$ cat src/hw/wdt_ctrl_pkg.sv
/*
  Constants shared by the watchdog control register block: register
  byte offsets, field positions, reset values and the clear key.
  Assumes a 32-bit APB slave with one register per aligned word.
*/
package wdt_ctrl_pkg;

  // Byte offsets of the registers.
  localparam logic [11:0] CTRL_LOW_ADDR    = 12'h000;
  localparam logic [11:0] CLEAR_KEY_ADDR   = 12'h004;
  localparam logic [11:0] IRQ_STATUS_ADDR  = 12'h008;
  localparam logic [11:0] IRQ_MASK_ADDR    = 12'h00c;
  localparam logic [11:0] RESET_CAUSE_ADDR = 12'h010;

  // Field positions in the low control register.
  localparam int ENABLE_BIT    = 15;
  localparam int RUN_DIV_LSB   = 8;
  localparam int CLK_SRC_LSB   = 6;
  localparam int SLEEP_DIV_LSB = 1;
  localparam int WINDOW_BIT    = 0;

  // Interrupt status and mask bit positions.
  localparam int IRQ_TIMEOUT_BIT = 0;
  localparam int IRQ_WAKE_BIT    = 1;
  localparam int IRQ_EARLY_BIT   = 2;
  localparam int IRQ_WIDTH       = 3;

  // Bit of the reset cause register that flags a watchdog reset.
  localparam int TIMEOUT_FLAG_BIT = 0;

  // Key that restarts the counter, and the byte enables of a 16-bit write.
  localparam logic [15:0] CLEAR_KEY_VALUE = 16'h5743;
  localparam logic [3:0]  HALF_WORD_STRB  = 4'h3;

  // Reset values.
  localparam logic [IRQ_WIDTH-1:0] IRQ_MASK_RESET = 3'h0;
  localparam logic [31:0]          COUNT_RESET    = 32'h0000_0000;

  // Run-mode clock source encodings.
  localparam logic [1:0] SRC_SYSTEM_CLOCK = 2'h0;
  localparam logic [1:0] SRC_RESERVED     = 2'h1;
  localparam logic [1:0] SRC_FAST_RC      = 2'h2;
  localparam logic [1:0] SRC_LOW_POWER_RC = 2'h3;

  // Oscillator inputs sampled on the bus clock.
  localparam int OSC_LOW_POWER_RC = 0;
  localparam int OSC_FAST_RC      = 1;
  localparam int OSC_COUNT        = 2;

endpackage : wdt_ctrl_pkg

$ cat src/hw/watchdog_control_registers.sv
/*
  Watchdog control and status registers with the watchdog counter, an
  APB slave for software, sticky interrupt status and a reset cause flag.
  Assumes fuse inputs are static, sys_rst_i is the power-on reset held
  for at least three clocks, and power mode inputs share mclk_i.
*/
//
// Contract
// RULE1: Writing one to the enable bit starts a watchdog not fuse enabled.
// RULE2: Writing zero stops only a software enable, never a fuse enable.
// RULE3: The enable bit reads one whenever the watchdog runs.
// RULE4: The run postscaler divides the watchdog clock by two to its value.
// RULE5: The run clock source field encodes low power RC, fast RC, reserved, system clock.
// RULE6: The sleep postscaler sets the sleep and idle timeout the same way.
// RULE7: Postscaler and clock source fields mirror fuses loaded at power on.
// RULE8: The lowest control bit turns window mode on or off.
// RULE9: A set window fuse forces window mode, else it is a software bit.
// RULE10: Software leaves the block alone in the cycle after clearing enable.
// RULE11: The key written in one 16-bit write restarts the counter.
// RULE12: Bits 14 and 13 of the low control register read zero.
// RULE13: In sleep and idle the counter runs from the low power RC.
// RULE14: A timeout reset sets the timeout flag in the reset cause register.
// RULE15: Software waits two watchdog clocks after a clear before power save.
// RULE16: Other values or byte writes to the key do nothing; it reads zero.
`timescale 1ns/100ps
`default_nettype none
module watchdog_control_registers (
  // Clock and reset.
  input  wire logic        mclk_i,
  input  wire logic        sys_rst_i,
  // APB slave.
  input  wire logic        psel_i,
  input  wire logic        penable_i,
  input  wire logic        pwrite_i,
  input  wire logic [11:0] paddr_i,
  input  wire logic [31:0] pwdata_i,
  input  wire logic [3:0]  pstrb_i,
  output logic [31:0]      prdata_o,
  output logic             pready_o,
  output logic             pslverr_o,
  // Configuration fuses.
  input  wire logic        fuse_enable_i,
  input  wire logic [4:0]  fuse_run_postscaler_i,
  input  wire logic [4:0]  fuse_sleep_postscaler_i,
  input  wire logic [1:0]  fuse_run_clock_source_i,
  input  wire logic        fuse_window_i,
  // Oscillator pins.
  input  wire logic        low_power_rc_osc_i,
  input  wire logic        fast_rc_osc_i,
  // Power mode from the power manager.
  input  wire logic        sleep_mode_i,
  input  wire logic        idle_mode_i,
  // Watchdog results.
  output logic             watchdog_running_o,
  output logic             device_reset_o,
  output logic             wake_o,
  output logic             irq_o
);

  // Counter limit for a postscaler setting: two to the value, less one.
  function automatic logic [31:0] period_limit(input logic [4:0] div);
    period_limit = (32'h0000_0001 << div) - 32'h0000_0001;
  endfunction : period_limit

  localparam int OSC_W = wdt_ctrl_pkg::OSC_COUNT;
  localparam int IRQ_W = wdt_ctrl_pkg::IRQ_WIDTH;
  logic [4:0]           cfg_run_sync1;
  logic [4:0]           cfg_run_sync2;
  logic [4:0]           cfg_sleep_sync1;
  logic [4:0]           cfg_sleep_sync2;
  logic [1:0]           cfg_src_sync1;
  logic [1:0]           cfg_src_sync2;
  logic [1:0]           cfg_flag_sync1;
  logic [1:0]           cfg_flag_sync2;
  logic [4:0]           run_postscaler;
  logic [4:0]           sleep_postscaler;
  logic [1:0]           run_clock_source;
  logic                 fuse_enable;
  logic                 fuse_window;
  logic                 sw_enable;
  logic                 sw_window;
  logic                 running;
  logic                 window_mode_enable;
  logic [OSC_W-1:0]     osc_pins;
  logic [OSC_W-1:0]     osc_rise;
  logic                 low_power;
  logic                 wdt_tick;
  logic [31:0]          count;
  logic [31:0]          limit;
  logic                 bus_access;
  logic                 wr_fire;
  logic                 key_write;
  logic                 early_clear;
  logic                 key_restart;
  logic                 timeout;
  logic [IRQ_W-1:0]     irq_status;
  logic [IRQ_W-1:0]     irq_mask;
  logic [IRQ_W-1:0]     irq_events;
  logic [IRQ_W-1:0]     next_irq_status;
  logic                 timeout_reset_flag;
  logic [31:0]          next_rdata;
  logic                 next_slverr;

  // Fuse pins are static, but they still pass two stages before use.
  always_ff @(posedge mclk_i) begin
    cfg_run_sync1   <= fuse_run_postscaler_i;
    cfg_run_sync2   <= cfg_run_sync1;
    cfg_sleep_sync1 <= fuse_sleep_postscaler_i;
    cfg_sleep_sync2 <= cfg_sleep_sync1;
    cfg_src_sync1   <= fuse_run_clock_source_i;
    cfg_src_sync2   <= cfg_src_sync1;
    cfg_flag_sync1  <= {fuse_window_i, fuse_enable_i};
    cfg_flag_sync2  <= cfg_flag_sync1;
  end

  // Fuse values are caught while reset is held, so the latest sample wins
  // at release and software can never change them afterwards.
  always_ff @(posedge mclk_i) begin
    if (sys_rst_i) begin
      run_postscaler   <= cfg_run_sync2;   // RULE4 RULE7
      sleep_postscaler <= cfg_sleep_sync2; // RULE6 RULE7
      run_clock_source <= cfg_src_sync2;   // RULE5 RULE7
      fuse_enable      <= cfg_flag_sync2[0];
      fuse_window      <= cfg_flag_sync2[1];
    end
  end

  // Oscillator pins, one synchroniser each.
  assign osc_pins[wdt_ctrl_pkg::OSC_LOW_POWER_RC] = low_power_rc_osc_i;
  assign osc_pins[wdt_ctrl_pkg::OSC_FAST_RC]      = fast_rc_osc_i;
  generate
    for (genvar i = 0; i < OSC_W; i++) begin : g_osc
      wdt_osc_edge u_edge (
        .mclk_i   (mclk_i),
        .sys_rst_i(sys_rst_i),
        .osc_i    (osc_pins[i]),
        .rise_o   (osc_rise[i])
      );
    end
  endgenerate

  // Tick source; the reserved code yields no tick and freezes the count.
  assign low_power = sleep_mode_i | idle_mode_i;
  always_comb begin
    wdt_tick = 1'b0;
    if (low_power) begin
      wdt_tick = osc_rise[wdt_ctrl_pkg::OSC_LOW_POWER_RC]; // RULE13
    end else begin
      case (run_clock_source) // RULE5
        wdt_ctrl_pkg::SRC_LOW_POWER_RC:
          wdt_tick = osc_rise[wdt_ctrl_pkg::OSC_LOW_POWER_RC];
        wdt_ctrl_pkg::SRC_FAST_RC:
          wdt_tick = osc_rise[wdt_ctrl_pkg::OSC_FAST_RC];
        wdt_ctrl_pkg::SRC_SYSTEM_CLOCK:
          wdt_tick = 1'b1;
        default:
          wdt_tick = 1'b0;
      endcase
    end
  end

  // Power of two timeout; sleep and idle use their own postscaler.
  assign limit = low_power ? period_limit(sleep_postscaler) // RULE6
                           : period_limit(run_postscaler);  // RULE4

  // Bus decode: the write lands at the edge where pready is sampled high.
  assign bus_access = psel_i & penable_i & ~pready_o;
  assign wr_fire    = psel_i & penable_i & pready_o & pwrite_i;
  assign key_write  = wr_fire & (paddr_i == wdt_ctrl_pkg::CLEAR_KEY_ADDR)
                    & (pstrb_i == wdt_ctrl_pkg::HALF_WORD_STRB)
                    & (pwdata_i[15:0] == wdt_ctrl_pkg::CLEAR_KEY_VALUE);
  // A key in the first half of the period is an illegal early clear.
  assign early_clear = key_write & running & window_mode_enable
                     & (count < {1'b0, limit[31:1]});
  assign key_restart = key_write & ~early_clear; // RULE11 RULE16
  assign timeout     = running & wdt_tick & (count == limit) & ~key_write;

  // Enable and window bits; the fuse halves are OR-ed in on read.
  assign running            = fuse_enable | sw_enable;   // RULE2
  assign window_mode_enable = fuse_window | sw_window;   // RULE8 RULE9
  always_ff @(posedge mclk_i) begin
    if (sys_rst_i) begin
      sw_enable <= 1'b0;
      sw_window <= 1'b0;
    end else if (wr_fire & (paddr_i == wdt_ctrl_pkg::CTRL_LOW_ADDR)
                 & pstrb_i[1]) begin
      // Clearing only drops the software half; a fuse enable stays.
      sw_enable <= pwdata_i[wdt_ctrl_pkg::ENABLE_BIT]; // RULE1 RULE2
      if (pstrb_i[0]) begin
        sw_window <= pwdata_i[wdt_ctrl_pkg::WINDOW_BIT]; // RULE9
      end
    end else if (wr_fire & (paddr_i == wdt_ctrl_pkg::CTRL_LOW_ADDR)
                 & pstrb_i[0]) begin
      sw_window <= pwdata_i[wdt_ctrl_pkg::WINDOW_BIT]; // RULE9
    end
  end

  // Watchdog counter; stopping the watchdog also restarts it from zero.
  always_ff @(posedge mclk_i) begin
    if (sys_rst_i | ~running | key_restart) begin
      count <= wdt_ctrl_pkg::COUNT_RESET; // RULE11
    end else if (wdt_tick) begin
      count <= (count >= limit) ? wdt_ctrl_pkg::COUNT_RESET
                                : count + 32'h0000_0001; // RULE4
    end
  end

  // Sticky interrupt status: a new event wins over a write-one clear.
  always_comb begin
    irq_events = '0;
    irq_events[wdt_ctrl_pkg::IRQ_TIMEOUT_BIT] = timeout & ~low_power;
    irq_events[wdt_ctrl_pkg::IRQ_WAKE_BIT]    = timeout & low_power;
    irq_events[wdt_ctrl_pkg::IRQ_EARLY_BIT]   = early_clear;
    next_irq_status = irq_status | irq_events;
    if (wr_fire & (paddr_i == wdt_ctrl_pkg::IRQ_STATUS_ADDR)) begin
      next_irq_status = (irq_status & ~pwdata_i[IRQ_W-1:0]) | irq_events;
    end
  end

  always_ff @(posedge mclk_i) begin
    if (sys_rst_i) begin
      irq_status <= '0;
    end else begin
      irq_status <= next_irq_status;
    end
  end

  // Interrupt mask, software read and write.
  always_ff @(posedge mclk_i) begin
    if (sys_rst_i) begin
      irq_mask <= wdt_ctrl_pkg::IRQ_MASK_RESET;
    end else if (wr_fire & (paddr_i == wdt_ctrl_pkg::IRQ_MASK_ADDR)) begin
      irq_mask <= pwdata_i[IRQ_W-1:0];
    end
  end

  // The reset cause flag is cleared only by power-on reset or software,
  // since the device reset that this block requests leaves it alone.
  always_ff @(posedge mclk_i) begin
    if (sys_rst_i) begin
      timeout_reset_flag <= 1'b0;
    end else if (timeout & ~low_power | early_clear) begin
      timeout_reset_flag <= 1'b1; // RULE14
    end else if (wr_fire & (paddr_i == wdt_ctrl_pkg::RESET_CAUSE_ADDR)
                 & pwdata_i[wdt_ctrl_pkg::TIMEOUT_FLAG_BIT]) begin
      timeout_reset_flag <= 1'b0;
    end
  end

  // Read mux; unimplemented and reserved bits read zero.
  always_comb begin
    next_rdata  = 32'h0000_0000;
    next_slverr = 1'b0;
    case (paddr_i)
      wdt_ctrl_pkg::CTRL_LOW_ADDR: begin
        next_rdata[wdt_ctrl_pkg::ENABLE_BIT] = running; // RULE3 RULE12
        next_rdata[wdt_ctrl_pkg::RUN_DIV_LSB +: 5]   = run_postscaler;
        next_rdata[wdt_ctrl_pkg::CLK_SRC_LSB +: 2]   = run_clock_source;
        next_rdata[wdt_ctrl_pkg::SLEEP_DIV_LSB +: 5] = sleep_postscaler;
        next_rdata[wdt_ctrl_pkg::WINDOW_BIT] = window_mode_enable;
      end
      wdt_ctrl_pkg::CLEAR_KEY_ADDR:
        next_rdata = 32'h0000_0000; // RULE16
      wdt_ctrl_pkg::IRQ_STATUS_ADDR:
        next_rdata[IRQ_W-1:0] = irq_status;
      wdt_ctrl_pkg::IRQ_MASK_ADDR:
        next_rdata[IRQ_W-1:0] = irq_mask;
      wdt_ctrl_pkg::RESET_CAUSE_ADDR:
        next_rdata[wdt_ctrl_pkg::TIMEOUT_FLAG_BIT] = timeout_reset_flag;
      default:
        next_slverr = 1'b1;
    endcase
  end

  // One wait state per transfer keeps read data registered. Software
  // must not touch the block right after clearing enable. RULE10
  always_ff @(posedge mclk_i) begin
    if (sys_rst_i) begin
      pready_o  <= 1'b0;
      prdata_o  <= 32'h0000_0000;
      pslverr_o <= 1'b0;
    end else begin
      pready_o  <= bus_access;
      pslverr_o <= bus_access & next_slverr;
      prdata_o  <= (bus_access & ~pwrite_i) ? next_rdata : 32'h0000_0000;
    end
  end

  // Registered results; an early window clear resets like a timeout.
  always_ff @(posedge mclk_i) begin
    if (sys_rst_i) begin
      watchdog_running_o <= 1'b0;
      device_reset_o     <= 1'b0;
      wake_o             <= 1'b0;
      irq_o              <= 1'b0;
    end else begin
      watchdog_running_o <= running;
      device_reset_o     <= (timeout & ~low_power) | early_clear;
      wake_o             <= timeout & low_power;
      irq_o              <= |(next_irq_status & irq_mask);
    end
  end

  chk_sw_enable_start: assert property (@(posedge mclk_i) disable iff (sys_rst_i)
    wr_fire && paddr_i == wdt_ctrl_pkg::CTRL_LOW_ADDR && pstrb_i[1]
    && pwdata_i[15] |=> running ##1 watchdog_running_o)
    else $error("software enable did not start watchdog"); // RULE1
  chk_fuse_no_stop: assert property (@(posedge mclk_i) disable iff (sys_rst_i)
    fuse_enable |-> running)
    else $error("fuse enabled watchdog was stopped"); // RULE2
  chk_enable_readback: assert property (@(posedge mclk_i) disable iff (sys_rst_i)
    bus_access && !pwrite_i && paddr_i == wdt_ctrl_pkg::CTRL_LOW_ADDR
    |=> prdata_o[15] == $past(running) && prdata_o[14:13] == 2'h0)
    else $error("enable read back wrong"); // RULE3 RULE12
  chk_count_bound: assert property (@(posedge mclk_i) disable iff (sys_rst_i)
    running && wdt_tick |=> count <= $past(limit))
    else $error("counter passed postscaler limit"); // RULE4
  chk_fuse_stable: assert property (@(posedge mclk_i) disable iff (sys_rst_i)
    $stable(run_postscaler) && $stable(sleep_postscaler)
    && $stable(run_clock_source))
    else $error("fuse mirror changed after reset"); // RULE7
  chk_window_forced: assert property (@(posedge mclk_i) disable iff (sys_rst_i)
    fuse_window |-> window_mode_enable)
    else $error("window fuse not forcing window mode"); // RULE9
  chk_key_restart: assert property (@(posedge mclk_i) disable iff (sys_rst_i)
    key_write && !early_clear |=> count == 32'h0000_0000)
    else $error("valid key did not restart counter"); // RULE11
  chk_bad_key_keep: assert property (@(posedge mclk_i) disable iff (sys_rst_i)
    wr_fire && paddr_i == wdt_ctrl_pkg::CLEAR_KEY_ADDR && !key_write
    && running && !wdt_tick |=> $stable(count))
    else $error("bad key changed counter"); // RULE16
  chk_sleep_source: assert property (@(posedge mclk_i) disable iff (sys_rst_i)
    low_power |-> wdt_tick == osc_rise[wdt_ctrl_pkg::OSC_LOW_POWER_RC])
    else $error("sleep tick not from low power oscillator"); // RULE13
  chk_timeout_flag: assert property (@(posedge mclk_i) disable iff (sys_rst_i)
    timeout && !low_power |=> timeout_reset_flag && device_reset_o)
    else $error("timeout reset did not set flag"); // RULE14

endmodule : watchdog_control_registers
`default_nettype wire

$ cat src/hw/wdt_osc_edge.sv
/*
  Synchroniser and rising edge detector for one oscillator pin.
  Assumes the oscillator runs well below half the bus clock rate.
*/
`timescale 1ns/100ps
`default_nettype none
module wdt_osc_edge (
  // Clock and reset.
  input  wire logic mclk_i,
  input  wire logic sys_rst_i,
  // Oscillator pin and its edge pulse.
  input  wire logic osc_i,
  output logic      rise_o
);

  logic sync_first;
  logic sync_second;
  logic sync_last;

  // The first stage feeds only the second, so a metastable value never
  // reaches the edge logic.
  always_ff @(posedge mclk_i) begin
    if (sys_rst_i) begin
      sync_first  <= 1'b0;
      sync_second <= 1'b0;
      sync_last   <= 1'b0;
      rise_o      <= 1'b0;
    end else begin
      sync_first  <= osc_i;
      sync_second <= sync_first;
      sync_last   <= sync_second;
      rise_o      <= sync_second & ~sync_last;
    end
  end

endmodule : wdt_osc_edge
`default_nettype wire
$ cat config.mk
export PLATFORM = sky130hd
export DESIGN_NAME = watchdog_control_registers
export DESIGN_NICKNAME = d
export VERILOG_FILES = /design/src/hw/wdt_ctrl_pkg.sv /design/src/hw/watchdog_control_registers.sv /design/src/hw/wdt_osc_edge.sv
export SDC_FILE = /design/constraint.sdc
export NUM_CORES = 1
export LEC_CHECK = 0
export BUFFER_PORTS_ARGS = -buffer_cell sky130_fd_sc_hd__buf_2
export CAP_MARGIN = 10
export CORE_AREA = 2 2 109 111
export CTS_CLUSTER_DIAMETER = 50
export CTS_CLUSTER_SIZE = 28
export DETAILED_ROUTE_END_ITERATION = 12
export DIE_AREA = 0 0 111 113
export PLACE_DENSITY = 0.79
export REMOVE_ABC_BUFFERS = 1
export SLEW_MARGIN = 10
export SYNTH_ARGS = -nofsm -noshare
export SYNTH_HDL_FRONTEND = slang
export SYNTH_HIERARCHICAL = 1
export SYNTH_SLANG_ARGS = --single-unit
$ cat constraint.sdc
create_clock -name mclk_i -period 7 [get_ports mclk_i]
set_clock_uncertainty 0.2 [all_clocks]
set_input_delay 0.7 -clock mclk_i [delete_from_list [all_inputs] [get_ports mclk_i]]
set_output_delay 0.7 -clock mclk_i [all_outputs]
set_load 0.02 [all_outputs]
After elaboration in Yosys (flattened, before gate mapping)
Index checks and enable logic that the tools add are counted.
{"block": "classes", "n_addsub": 3, "magnitude_cmp": 2, "n_eq_ne": 10, "shift": 2, "muxes": 13, "bitwise": 48, "n_reduce_logical": 9}
{"operator": "$mux 32", "n": 2}
{"operator": "$shl 1x5->32 const A", "n": 2}
{"operator": "$sub 32x1->32 const B", "n": 2}
{"operator": "$add 32x1->32 const B", "n": 1}
{"operator": "$eq 32x32->1", "n": 1}
{"operator": "$ge 32x32->1", "n": 1}
{"operator": "$lt 32x31->1", "n": 1}
{"operator": "$and 1x1->1", "n": 27}
{"operator": "$eq 12x4->1 const B", "n": 2}
{"operator": "$eq 16x15->1 const B", "n": 1}
{"operator": "$eq 12x3->1 const B", "n": 1}
{"operator": "$eq 12x5->1 const B", "n": 1}
{"operator": "$logic_not 12->1", "n": 1}
{"operator": "$not 1->1", "n": 10}
{"operator": "$mux 1", "n": 7}
{"operator": "$and 3x3->3", "n": 2}
{"operator": "$or 1x1->1", "n": 6}
{"operator": "$or 3x3->3", "n": 2}
{"operator": "$pmux 2 s3", "n": 1}
{"operator": "$reduce_or 3->1", "n": 2}
{"operator": "$reduce_or 5->1", "n": 1}
{"operator": "$eq 2x2->1 const B", "n": 2}
{"operator": "$eq 4x2->1 const B", "n": 1}
{"operator": "$pmux 1 s4", "n": 1}
{"operator": "8 further kinds", "n": 9}
{"block": "totals", "register_bits": 129, "input_bits": 71, "output_inout_bits": 38, "word_cells": 123}

Depth between registers and ports, before layout
Gate-level depths: netlist of the first run.
{"block": "depth", "depth_word": 13, "depth_mapped": 24, "ltp_nobuf": 20}

Modules after synthesis
Netlist of the first run, hierarchy kept.
{"module": "watchdog_control_registers", "n_inst": 1, "cells_each": 674, "area_each_um2": 6087.1, "seq_area_each_um2": 2202.1}
{"module": "wdt_osc_edge", "n_inst": 2, "cells_each": 8, "area_each_um2": 111.4, "seq_area_each_um2": 80.1}

Worst setup path after synthesis of the first run
No wires, ideal clock.
{"block": "synth_path", "path_type": "in2reg", "start": "in sleep_mode_i", "end": "reg count[18]", "setup_ns": 0.115, "arrival_ns": 5.072, "required_ns": 6.685, "slack_ns": 1.613, "cell_stages": 21, "n_path_buf": 4, "cell_sequence": "buf_4 > nor2_2 > clkbuf_1 > a21oi_1 > nand2_1 > ha_1 > clkbuf_1 > o21ai_0 > a21oi_1 > a21boi_0 > o21ai_0 > ha_1 > nand2_1 > or4_1 > a21oi_1 > nand4_1 > o41ai_2 > a31oi_2 > o22ai_4 > buf_6 > nor2_2"}
{"block": "synth_between", "elab_chain_cells": 7, "elab_cells_between_ends": 10, "cone_classes": "order compare (2); mux (3); bitwise (5)"}
{"element": "from (decl)", "line": "watchdog_control_registers.sv:51", "text": "input wire logic sleep_mode_i,"}
{"element": "$or 1x1->1 *", "line": "watchdog_control_registers.sv:143", "text": "assign low_power = sleep_mode_i | idle_mode_i;"}
{"element": "$mux 32", "line": "watchdog_control_registers.sv:163", "text": "assign limit = low_power ? period_limit(sleep_postscaler)"}
{"element": "$lt 32x31->1", "line": "watchdog_control_registers.sv:174", "text": "& (count < {1'b0, limit[31:1]});"}
{"element": "$and 1x1->1", "line": "watchdog_control_registers.sv:174"}
{"element": "$not 1->1", "line": "watchdog_control_registers.sv:175", "text": "assign key_restart = key_write & ~early_clear;"}
{"element": "$and 1x1->1", "line": "watchdog_control_registers.sv:175"}
{"element": "$or 1x1->1", "line": "watchdog_control_registers.sv:200", "text": "if (sys_rst_i | ~running | key_restart) begin"}
{"element": "to (signal assigned)", "line": "watchdog_control_registers.sv:201", "text": "count <= wdt_ctrl_pkg::COUNT_RESET;"}
{"element": "to (signal assigned)", "line": "watchdog_control_registers.sv:203", "text": "count <= (count >= limit) ? wdt_ctrl_pkg::COUNT_RESET"}
{"element": "to (decl)", "line": "watchdog_control_registers.sv:88", "text": "logic [31:0] count;"}
Every way passes the cells marked *; elsewhere a longest branch is shown, timed or not.
A chain may end at the register's enable or synchronous reset.

Worst setup path after layout of the first run
{"block": "layout_path", "start": "in idle_mode_i", "end": "reg count[2]"}
{"block": "layout_between", "elab_chain_cells": 7, "elab_cells_between_ends": 10, "cone_classes": "order compare (2); mux (3); bitwise (5)"}
{"element": "from (decl)", "line": "watchdog_control_registers.sv:52", "text": "input wire logic idle_mode_i,"}
{"element": "$or 1x1->1 *", "line": "watchdog_control_registers.sv:143"}
{"element": "$mux 32", "line": "watchdog_control_registers.sv:163"}
{"element": "$lt 32x31->1", "line": "watchdog_control_registers.sv:174"}
{"element": "$and 1x1->1", "line": "watchdog_control_registers.sv:174"}
{"element": "$not 1->1", "line": "watchdog_control_registers.sv:175"}
{"element": "$and 1x1->1", "line": "watchdog_control_registers.sv:175"}
{"element": "$or 1x1->1", "line": "watchdog_control_registers.sv:200"}
Marked as above.

==> metrics.md, run 1 <==
| Metric | Value |
|---|---|
| Hold WC Path Type | reg -> reg |
| Vias in the first global route | just over 5000 |
| Core area | 11300 µm² |
| Leading area contributor after synthesis | dfxtp_1 |
| CP bufs+invs | 3 |
| Register area share after synthesis | 0.374 |
| Top FF cell, synth | dfxtp_1 |
| Reg-to-Reg Start | run_postscaler[1] |
| Detailed Place HPWL | ~11000 µm |
| Latest clock arrival within the worst-skew pair | roughly 350 ps |
| Post-cts sizing count | 0 |
| Initial DRT Pass Iterations | 6 |
| CTS tree | done |
| Largest cells by area after synthesis | dfxtp_1 (31%), ha_1 (11%), edfxtp_1 (6.7%) |
| Pwr Density | a little under 200 nW/µm² |
| Clock Path Buffers | 2 |
| Vias post-DR | approximately 5200 |
| Final worst path period share | 0.810 |
| H-Tree Depth | 3 |
| Residual DRC | 0 |
| TritonCTS buffer count | 9 |
| Avg WL per Cell | roughly 16 µm |
| Max Fclk | approximately 0.18 GHz |
| Count of cell types in the netlist | 74 |
| CP endpoint kind | flip-flop |
| Mapped Cells | 690 |
| Fraction of synthesized area in multiplexers | 0.0274 |
| Post-synth top area share | 0.308 |
| Max FO, Critical Path | 32 |
| Total gr overflow | 0 |
| Hold path startpoint | cfg_run_sync1[3] |
| Initial DRC Count | 419 |
| Layout cells sized above 1 | 0.202 |
| Syn avg cell area | about 9.1 µm² |
| Critical path class | in -> reg |
| CP arrival | between 5000 and 6000 ps |
| Hold Buf Count CTS | 0 |
| Largest net degree at the start of global routing | 39 |
| Crit path from | idle_mode_i |
| YS warnings | 6 |
| Xor and xnor area share after synthesis | 0.0569 |
| Area after DPL | between 6000 and 7000 µm² |
| # IOs | between 100 and 150 |
| Antenna Cells | 0 |
| First-pass GRT wire length | 23900 µm |
| Die width | about 110 µm |
| Final Hold Fails | 0 |
| Worst rel slew slack | 0.374 |
| Synth Area in Compound Gates | 0.145 |
| Fin Hold WS | ~130 ps |
| Cell Chain, Critical Path | buf_2, or4_1, o31a_1, nor2_1, nand2_1, ha_1, buf_4, nor3_1, a32oi_1, o21a_1, ha_1, a21oi_1, nor2b_1, o21ai_0, nand2_1, a2111oi_0, o41ai_2, a31oi_2, o22ai_4, buf_12, nor2_2 |
| Avg Vias per Cell | roughly 5.8 |
| Slowest-stage cell, CP | a2111oi_0 |
| Root Buffer Master | clkbuf_16 |
| Gp weighted congestion | between 0.8 and 0.9 |
| Post-layout min period | between 5000 and 6000 ps |
| Largest family of logic cells by synthesized area | simple AND/OR/NAND/NOR gates |
| Sink Count | ~110 |
| Commonest non-fill, non-tap cell in the layout | dfxtp_1 |
| Total GRT Usage | 0.231 |
| Post-layout instance area | around 7000 µm² |
| Setup TNS | 0 ps |
| Port bufs | 74 |
| Max-slew violation count | 0 |
| Simple-gate share of the synthesized area | 0.232 |
| CP top delay family | compound AO/OA/AOI/OAI gates |
| Yosys reg bits | roughly 110 |
| Initial antenna violation count | 0 |
| Post-synth EDFFs | 14 |
| Measured slew at the worst slew-check pin | 916 ps |
| Placement Rows | 39 |
| Final setup fails | 0 |
| Die height | 113 µm |
| Highest-count cells in the layout ignoring fill and taps | dfxtp_1 (97), buf_2 (74), nor2_1 (60) |
| Mapped cell area | about 6300 µm² |
| Post-CTS Setup Inserts | 0 |
| CTS clk-pin slew, worst paths | about 80 ps |
| Routed wire length | around 15000 µm |
| Final nets | a little under 900 |
| CP max stage delay | 730 ps |
| Post-synthesis adder-cell area fraction | 0.114 |
| Worst ir drop on vdd | between 0.15 and 0.2 mV |
| Die area | 12500 µm² |
| Initial Utilization | 0.560 |
| Area growth syn-to-layout | 11.1% |
| ANT nets after route | 0 |
| RSZ-0062 raised after global routing | no |
| Outcome | finished, final reports clean |
| Startpoint types | input pin |
| CP required | ~7100 ps |
| Fill cells | between 900 and 1000 |
| Lkg Pwr | a little under 0.003 µW |
| Asr flop ratio synth | 0 |
| Max-cap violations | 0 |
==> final timing paths <==
path | endpoint | slack [ps] | cells after the start
setup / recovery | count[2] | 1330 | 21
hold / removal | cfg_run_sync2[3] | 130 | 0
setup reg to reg | count[2] | 1370 | 20
hold reg to reg | cfg_run_sync2[3] | 130 | 0
==> cells in the mapped netlist (12+ instances only) <==
library cell and instances:
dfxtp_1 97, nor2_1 60, ha_1 54, nand2_1 54
a21oi_1 41, nor2_2 32, o21ai_0 28, nand3_1 25
xor2_1 22, buf_4 19, nor3_1 19, xnor2_1 19
clkbuf_1 15, inv_1 15, mux2i_1 15, edfxtp_1 14
nor2b_1 12
==> per-stage QoR <==
step,cells,utilization,setup WS (ps),total power [µW]
2_1_floorplan,669,-,1200,801
3_3_place_gp,891,0.596,1270,852
3_5_place_dp,891,0.596,1150,863
4_1_cts,907,0.622,1510,1360
5_1_grt,907,0.622,992,1400
6_report,907,0.622,1330,1360
==> registers in the layout, indices dropped and copies added, names as in the netlist, 2 cells and up <==
signal                    cells
cfg_flag_sync1                2
cfg_flag_sync2                2
cfg_run_sync1                 5
cfg_run_sync2                 5
cfg_sleep_sync1               5
cfg_sleep_sync2               5
cfg_src_sync1                 2
cfg_src_sync2                 2
count                        32
g_osc.u_edge/rise_o           2
g_osc.u_edge/sync_first       2
g_osc.u_edge/sync_last        2
g_osc.u_edge/sync_second      2
irq_mask                      3
irq_status                    3
prdata_o                     14
run_clock_source              2
run_postscaler                5
sleep_postscaler              5
==> routing by layer <==
| metal | global-route usage | up-vias | wire length (µm) |
|---|---|---|---|
| met5 | 0 | - | 0 |
| li1 | - | 2567 | - |
| met4 | 0.104 | 0 | 499 |
| met1 | 0.290 | 2443 | 6340 |
| met2 | 0.394 | 192 | 6920 |
| met3 | 0.0386 | 43 | 788 |
==> power by group <==
group          switching, µW  leakage, µW  internal, µW  total [µW]
clock network            255     0.000145           250         504
registers               9.53     0.000931           660         670
logic                    117      0.00188          64.9         181
total                    381      0.00296           975        1360
==> cell families (layout without fill, tap and decap cells) <==
logic type	Yosys count	in the layout
AOI/OAI and AO/OA	132	132
xor gates and xnor gates	41	41
and+or+nand+nor	275	275
adders and majority gates	58	58
buffers and inverters	54	110
other	2	20
DFF	111	111
muxes	17	17
==> area by class of cell <==
| class | count | area (µm²) | area share |
|---|---|---|---|
| multi-input combinational | 543 | 3700 | 0.528 |
| tap | 143 | 179 | 0.0255 |
| sequential | 111 | 2360 | 0.337 |
| clock inverter | 7 | 65.1 | 0.00928 |
| timing repair buffer | 79 | 420 | 0.0600 |
| inverter | 15 | 56.3 | 0.00803 |
| clock buffer | 9 | 225 | 0.0321 |
(Power assumes the default switching activity.)
==> run 2, diff against run 1 <==
CORE_AREA = 2 2 115 117   (was 2 2 109 111)
DIE_AREA = 0 0 117 119   (was 0 0 111 113)
PLACE_DENSITY = 0.75   (was 0.79)
clock period = 4.89 ns   (was 7 ns; I/O delays follow)
==> run 2 against run 1 <==
Count of clock-buffer cells in the layout unchanged. Global-route usage decreased by 2.0 points. Largest power group unchanged. Die area increased by 11%. Critical endpoint is now count[14]. Hold slack got worse by 110 ps.
==> metrics.md, run 2 (synthesis results as in run 1) <==
| Metric | Value |
|---|---|
| Port bufs | between 70 and 80 |
| Commonest non-fill, non-tap cell in the layout | dfxtp_1 |
| Max Fclk | ~0.21 GHz |
| First-pass GRT wire length | around 23000 µm |
| Slowest-stage cell, CP | or4_4 |
| Largest regs | count: 32 flops, prdata_o: 14 flops |
| # placed instances | around 970 |
| Final worst path period share | 0.955 |
| Total gr overflow | 0 |
| CP arrival | roughly 4700 ps |
| Max-cap violations | 0 |
| Final core utilization | 0.590 |
| Area after DPL | 7100 µm² |
| Die width | roughly 120 µm |
| Pwr Density | 269 nW/µm² |
| # IOs | 109 |
| Final nets | approximately 940 |
| CP required | 4950 ps |
| R2R Path End | count[14] |
| Total GRT Usage | 0.211 |
| Vias post-DR | ~5300 |
| Outcome | finished, final reports clean |
| Antenna Cells | 0 |
| Fill cells | around 1200 |
| Placement Rows | 42 |
| Post-layout min period | between 4000 and 5000 ps |
| Crit path from | run_postscaler[1] |
| Hold WC Path Type | in -> reg |
| Worst Reg2Reg Path Length in Cells | 21 |
| Crit path to | count[14] |
| CP max stage delay | approximately 500 ps |
| ANT nets after route | 0 |
| Clock Path Buffers | 2 |
| TritonCTS buffer count | 9 |
| Avg WL per Cell | 14.5 µm |
| Layout Cells excl Fill | slightly below 1000 |
| Reg with most FFs | count |
| Max-slew violation count | 0 |
| Max FO, Critical Path | 8 |
| Layout cells sized above 1 | 0.269 |
| H-Tree Depth | 3 |
| Most Frequent Cell on Critical Path | nor2_1 |
| Die area | roughly 14000 µm² |
| Largest net degree at the start of global routing | 39 |
| Avg Vias per Cell | roughly 5.4 |
| Die height | approximately 120 µm |
| Sink Count | approximately 110 |
| Worst ir drop on vdd | around 0.35 mV |
| Final Hold Fails | 0 |
| CP endpoint kind | flip-flop |
| Detailed Place HPWL | approximately 11000 µm |
| Initial DRT Pass Iterations | 5 |
| Initial DRC Count | 299 |
| Reg-to-Reg Start | run_postscaler[1] |
| Root Buffer Master | clkbuf_16 |
| Vias in the first global route | ~5000 |
| Worst rel slew slack | 0.504 |
| Post-layout instance area | between 7000 and 8000 µm² |
| Routed wire length | 14400 µm |
| Measured slew at the worst slew-check pin | 744 ps |
| Latest clock arrival within the worst-skew pair | 370 ps |
| CTS tree | done |
| Residual DRC | 0 |
| Lkg Pwr | 0.00326 µW |
| Max FFs per register | 32 |
| Cell Chain, Critical Path | or4_4, o31a_1, nor2_4, nand2_2, ha_4, nor3_2, buf_4, a22oi_1, nor2_1, a21oi_1, ha_1, nand4_1, nor2_1, nand2_1, nor3_4, nor4b_2, a2111oi_4, a211oi_2, o22ai_4, clkbuf_16, nor2_2 |
| Initial Utilization | 0.490 |
| Startpoint types | flip-flop |
| Highest-count cells in the layout ignoring fill and taps | dfxtp_1 (97), buf_2 (74), nor2_1 (58) |
| Critical path class | reg -> reg |
| Gp weighted congestion | ~0.9 |
| R2r setup slk | 220 ps |
| Area growth syn-to-layout | 20.4% |
| CTS clk-pin slew, worst paths | approximately 80 ps |
| Final setup fails | 0 |
| RSZ-0062 raised after global routing | no |
| Core area | 12900 µm² |
| Initial antenna violation count | 0 |
-- run 2: routing by layer --
metal / track usage / vias up / wire [µm]
met5: 0 / - / 0
met4: 0.0721 / 0 / 400
met2: 0.336 / 143 / 6730
met1: 0.283 / 2471 / 6600
met3: 0.0453 / 27 / 663
li1: - / 2667 / -
-- run 2: cell type report --
cell class / instances / area, µm² / share of cell area
repair buffers: 130 / 845 / 0.111
clock buffers: 9 / 225 / 0.0296
clock inverters: 7 / 96.3 / 0.0127
multi-input cells: 543 / 3790 / 0.499
inverters: 15 / 56.3 / 0.00741
flip-flops and latches: 111 / 2360 / 0.311
well taps: 176 / 220 / 0.0290
-- run 2: worst min path at each step --
| stage | from | endpoint | slack (ps) | cells after the start |
|---|---|---|---|---|
| 3_3_place_gp | cfg_run_sync1[2] | cfg_run_sync2[2] | 110 | 0 |
| 4_1_cts | fuse_run_postscaler_i[3] | cfg_run_sync1[3] | 4 | 1 |
| 5_1_grt | fuse_run_postscaler_i[3] | cfg_run_sync1[3] | 4 | 1 |
| 3_5_place_dp | cfg_sleep_sync1[4] | cfg_sleep_sync2[4] | 110 | 0 |
| 2_1_floorplan | cfg_flag_sync1[0] | cfg_flag_sync2[0] | 110 | 0 |
| 6_report | fuse_run_postscaler_i[3] | cfg_run_sync1[3] | 20 | 1 |
-- run 2: power by group --
part | switching [µW] | internal, µW
sequential | 10.4 | 945
combinational | 180 | 132
clock | 395 | 378
total | 585 | 1460
-- run 2: repair_timing --
item | 4_1_cts | 5_1_grt
cloned | 0 | 3
buffers inserted | 0 | 2
hold buffers | 0 | 1
pin swaps | 0 | 9
hold endpoints to repair | 0 | 1
gates resized for setup | 1 | 21
setup endpoints to repair | 1 | 39
-- run 2: metrics by stage --
step	hold slack (ps)	setup TNS [ps]	power (µW)	setup WS, ps
2_1_floorplan	110	-21510	1150	-702
3_3_place_gp	110	-7610	1260	-241
3_5_place_dp	112	-8090	1260	-263
4_1_cts	4.16	0	2040	55.6
5_1_grt	3.62	0	2130	8.68
6_report	15.1	0	2040	222
-- run 2: critical path: cells and delay by family (launching register included) --
family	cells	cell delay (ps)
AO/OA/AOI/OAI	6	1120
adder cells (fa/ha/maj)	2	480
buffers and inverters	2	410
flip-flops	1	390
AND/OR/NAND/NOR	11	1990
==> run 3, diff against run 2 <==
==> constraint.sdc (replaced) <==
create_clock -name mclk_i -period 4.89 [get_ports mclk_i]
set_clock_uncertainty 0.2 [all_clocks]
set_input_delay 0.2445 -clock mclk_i [delete_from_list [all_inputs] [get_ports mclk_i]]
set_output_delay 0.2445 -clock mclk_i [all_outputs]
set_load 0.02 [all_outputs]
==> run 3 against run 2 <==
First-iteration DRC count up 6.0%. Via count grew 0.53%. Die area is the same. Critical path type unchanged.
==> metrics.md, run 3 (synthesis results as in run 1) <==
| Metric | Value |
|---|---|
| Reg-to-Reg Start | run_postscaler[1] |
| Final Hold Fails | 0 |
| P_sw | 571 µW |
| Slowest-stage cell, CP | or4_4 |
| Total GRT Usage | 0.224 |
| CP required | 4950 ps |
| Highest-count cells in the layout ignoring fill and taps | dfxtp_1 (97), buf_2 (74), nor2_1 (59) |
| First-pass GRT wire length | between 20000 and 25000 µm |
| CP top delay family | compound AO/OA/AOI/OAI gates |
| Measured slew at the worst slew-check pin | roughly 900 ps |
| Max FO, Critical Path | 5 |
| Initial antenna violation count | 0 |
| Vias post-DR | roughly 5300 |
| Layout cells sized above 1 | 0.246 |
| Total gr overflow | 0 |
| Residual DRC | 0 |
| Final setup fails | 0 |
| Fill cells | approximately 1100 |
| Gp weighted congestion | between 0.9 and 1 |
| Largest net degree at the start of global routing | 39 |
| Post-layout min period | around 4700 ps |
| CTS clk-pin slew, worst paths | 80 ps |
| Max-cap violations | 0 |
| Crit path from | run_postscaler[1] |
| Commonest non-fill, non-tap cell in the layout | dfxtp_1 |
| Crit. path cell count | 19 |
| Cell Chain, Critical Path | or4_4, o31a_1, nor2_2, nand2_1, ha_4, o21ai_2, a21oi_1, a21boi_2, xor2_1, ha_1, nand2_1, or4_4, a21oi_1, nand4_1, o41ai_2, a31oi_2, buf_4, o21a_1, o21ba_2 |
| Final worst path period share | 0.954 |
| Initial DRT Pass Iterations | 5 |
| Clock Path Buffers | 2 |
| Pwr Density | about 260 nW/µm² |
| Startpoint types | flip-flop |
| Avg WL per Cell | roughly 15 µm |
| Reg with most FFs | count |
| Max-slew violation count | 0 |
| CP bufs+invs | 1 |
| Largest regs | count: 32 flops, prdata_o: 14 flops |
| Hold WC Path Type | in -> reg |
| # IOs | around 110 |
| Detailed Place HPWL | 10700 µm |
| Switching share of power | 0.283 |
| Die width | around 120 µm |
| # placed instances | about 960 |
| Die area | 13900 µm² |
| Antenna Cells | 0 |
| Clock power frac | 0.371 |
| Max Fclk | 0.214 GHz |
| Final nets | 944 |
| Routed wire length | roughly 15000 µm |
| TritonCTS buffer count | 9 |
| ANT nets after route | 0 |
| Lkg Pwr | between 0.003 and 0.004 µW |
| Crit path to | irq_o |
| R2R Path End | irq_o |
| Die height | between 100 and 150 µm |
| Worst ir drop on vdd | 0.369 mV |
| CP max stage delay | between 500 and 600 ps |
| CP endpoint kind | flip-flop |
| Avg Vias per Cell | 5.34 |
| Sink Count | approximately 110 |
| Critical path class | reg -> reg |
| R2r setup slk | approximately 230 ps |
| Core area | approximately 13000 µm² |
| Worst Reg2Reg Path Length in Cells | 19 |
| Initial Utilization | 0.490 |
| Placement Rows | 42 |
| Outcome | finished, final reports clean |
| Area growth syn-to-layout | 21.6% |
| Seq pwr share | 0.473 |
| Worst rel slew slack | 0.401 |
| CTS tree | done |
| Overall power | ~2000 µW |
| Area of the multi-input gates | approximately 3800 µm² |
| FF+latch area | 2360 µm² |
| Setup TNS | 0 ps |
| H-Tree Depth | 3 |
| Initial DRC Count | 317 |
| Max FFs per register | 32 |
| Vias in the first global route | a little over 5000 |
| Port bufs | 74 |
| Portion of total power attributed to combinational logic | 0.156 |
| Internal | around 1400 µW |
| Root Buffer Master | clkbuf_16 |
| Layout Cells excl Fill | 1000 |
| CP arrival | between 4000 and 5000 ps |
| Latest clock arrival within the worst-skew pair | about 370 ps |
run 3: area by class of cell:
class / count / share of cell area
Multi-Input combinational cell: 543 / 0.493
Sequential cell: 111 / 0.308
Timing Repair Buffer: 139 / 0.123
Clock buffer: 9 / 0.0293
Tap cell: 176 / 0.0287
Clock inverter: 7 / 0.0111
Inverter: 15 / 0.00734
run 3: worst min-delay path, delay by kind of cell:
| family | cells | cell delay, ps |
|---|---|---|
| multiplexers | 1 | 70 |
| AND/OR/NAND/NOR | 2 | 130 |
| buffers and inverters | 1 | 110 |
run 3: stage by stage:
| stage | instance area, µm² | util | hold slack (ps) | worst slack, ps |
|---|---|---|---|---|
| 6_report | 7670 | 0.596 | 21.8 | 226 |
| 5_1_grt | 7670 | 0.596 | 36.5 | -4.30 |
| 4_1_cts | 7560 | 0.588 | 5.83 | 5.21 |
| 3_5_place_dp | 7010 | 0.545 | 113 | -79.1 |
| 3_3_place_gp | 7010 | 0.545 | 110 | -31.6 |
| 2_1_floorplan | 6120 | - | 72.2 | -458 |
run 3: power by group through the flow:
stage | Sequential (µW) | Clock (µW) | Combinational [µW]
global placement | 975 | 0 | 273
detailed placement | 976 | 0 | 280
CTS | 955 | 764 | 297
finish | 954 | 747 | 315
global route | 957 | 795 | 348
floorplan | 977 | 0 | 169
run 3: how the worst min path moves through the flow:
| stage | start | endpoint | slack, ps | depth (start not counted) |
|---|---|---|---|---|
| after floorplan | fuse_enable_i | cfg_flag_sync1[0] | 70 | 0 |
| after global placement | cfg_run_sync1[4] | cfg_run_sync2[4] | 110 | 0 |
| after detailed placement | cfg_src_sync1[0] | cfg_src_sync2[0] | 110 | 0 |
| after CTS | pstrb_i[1] | sw_enable | 6 | 4 |
| after global routing | pstrb_i[1] | sw_enable | 40 | 4 |
| final | pstrb_i[1] | sw_enable | 20 | 4 |
run 3: repair_timing:
item	4_1_cts	5_1_grt
pin swaps	0	5
cloned	0	1
setup endpoints to repair	33	39
hold buffers	23	0
endpoints found under the hold margin	24	0
resized for setup	4	16
setup buffers	0	3
run 3: metal layers:
metal  track usage  part of all wire  up-vias
met5             0                 0        -
met4        0.0897             0.026        0
met3        0.0443             0.043       28
met2         0.367              0.48      151
met1         0.288              0.45     2473
li1              -                 -     2684
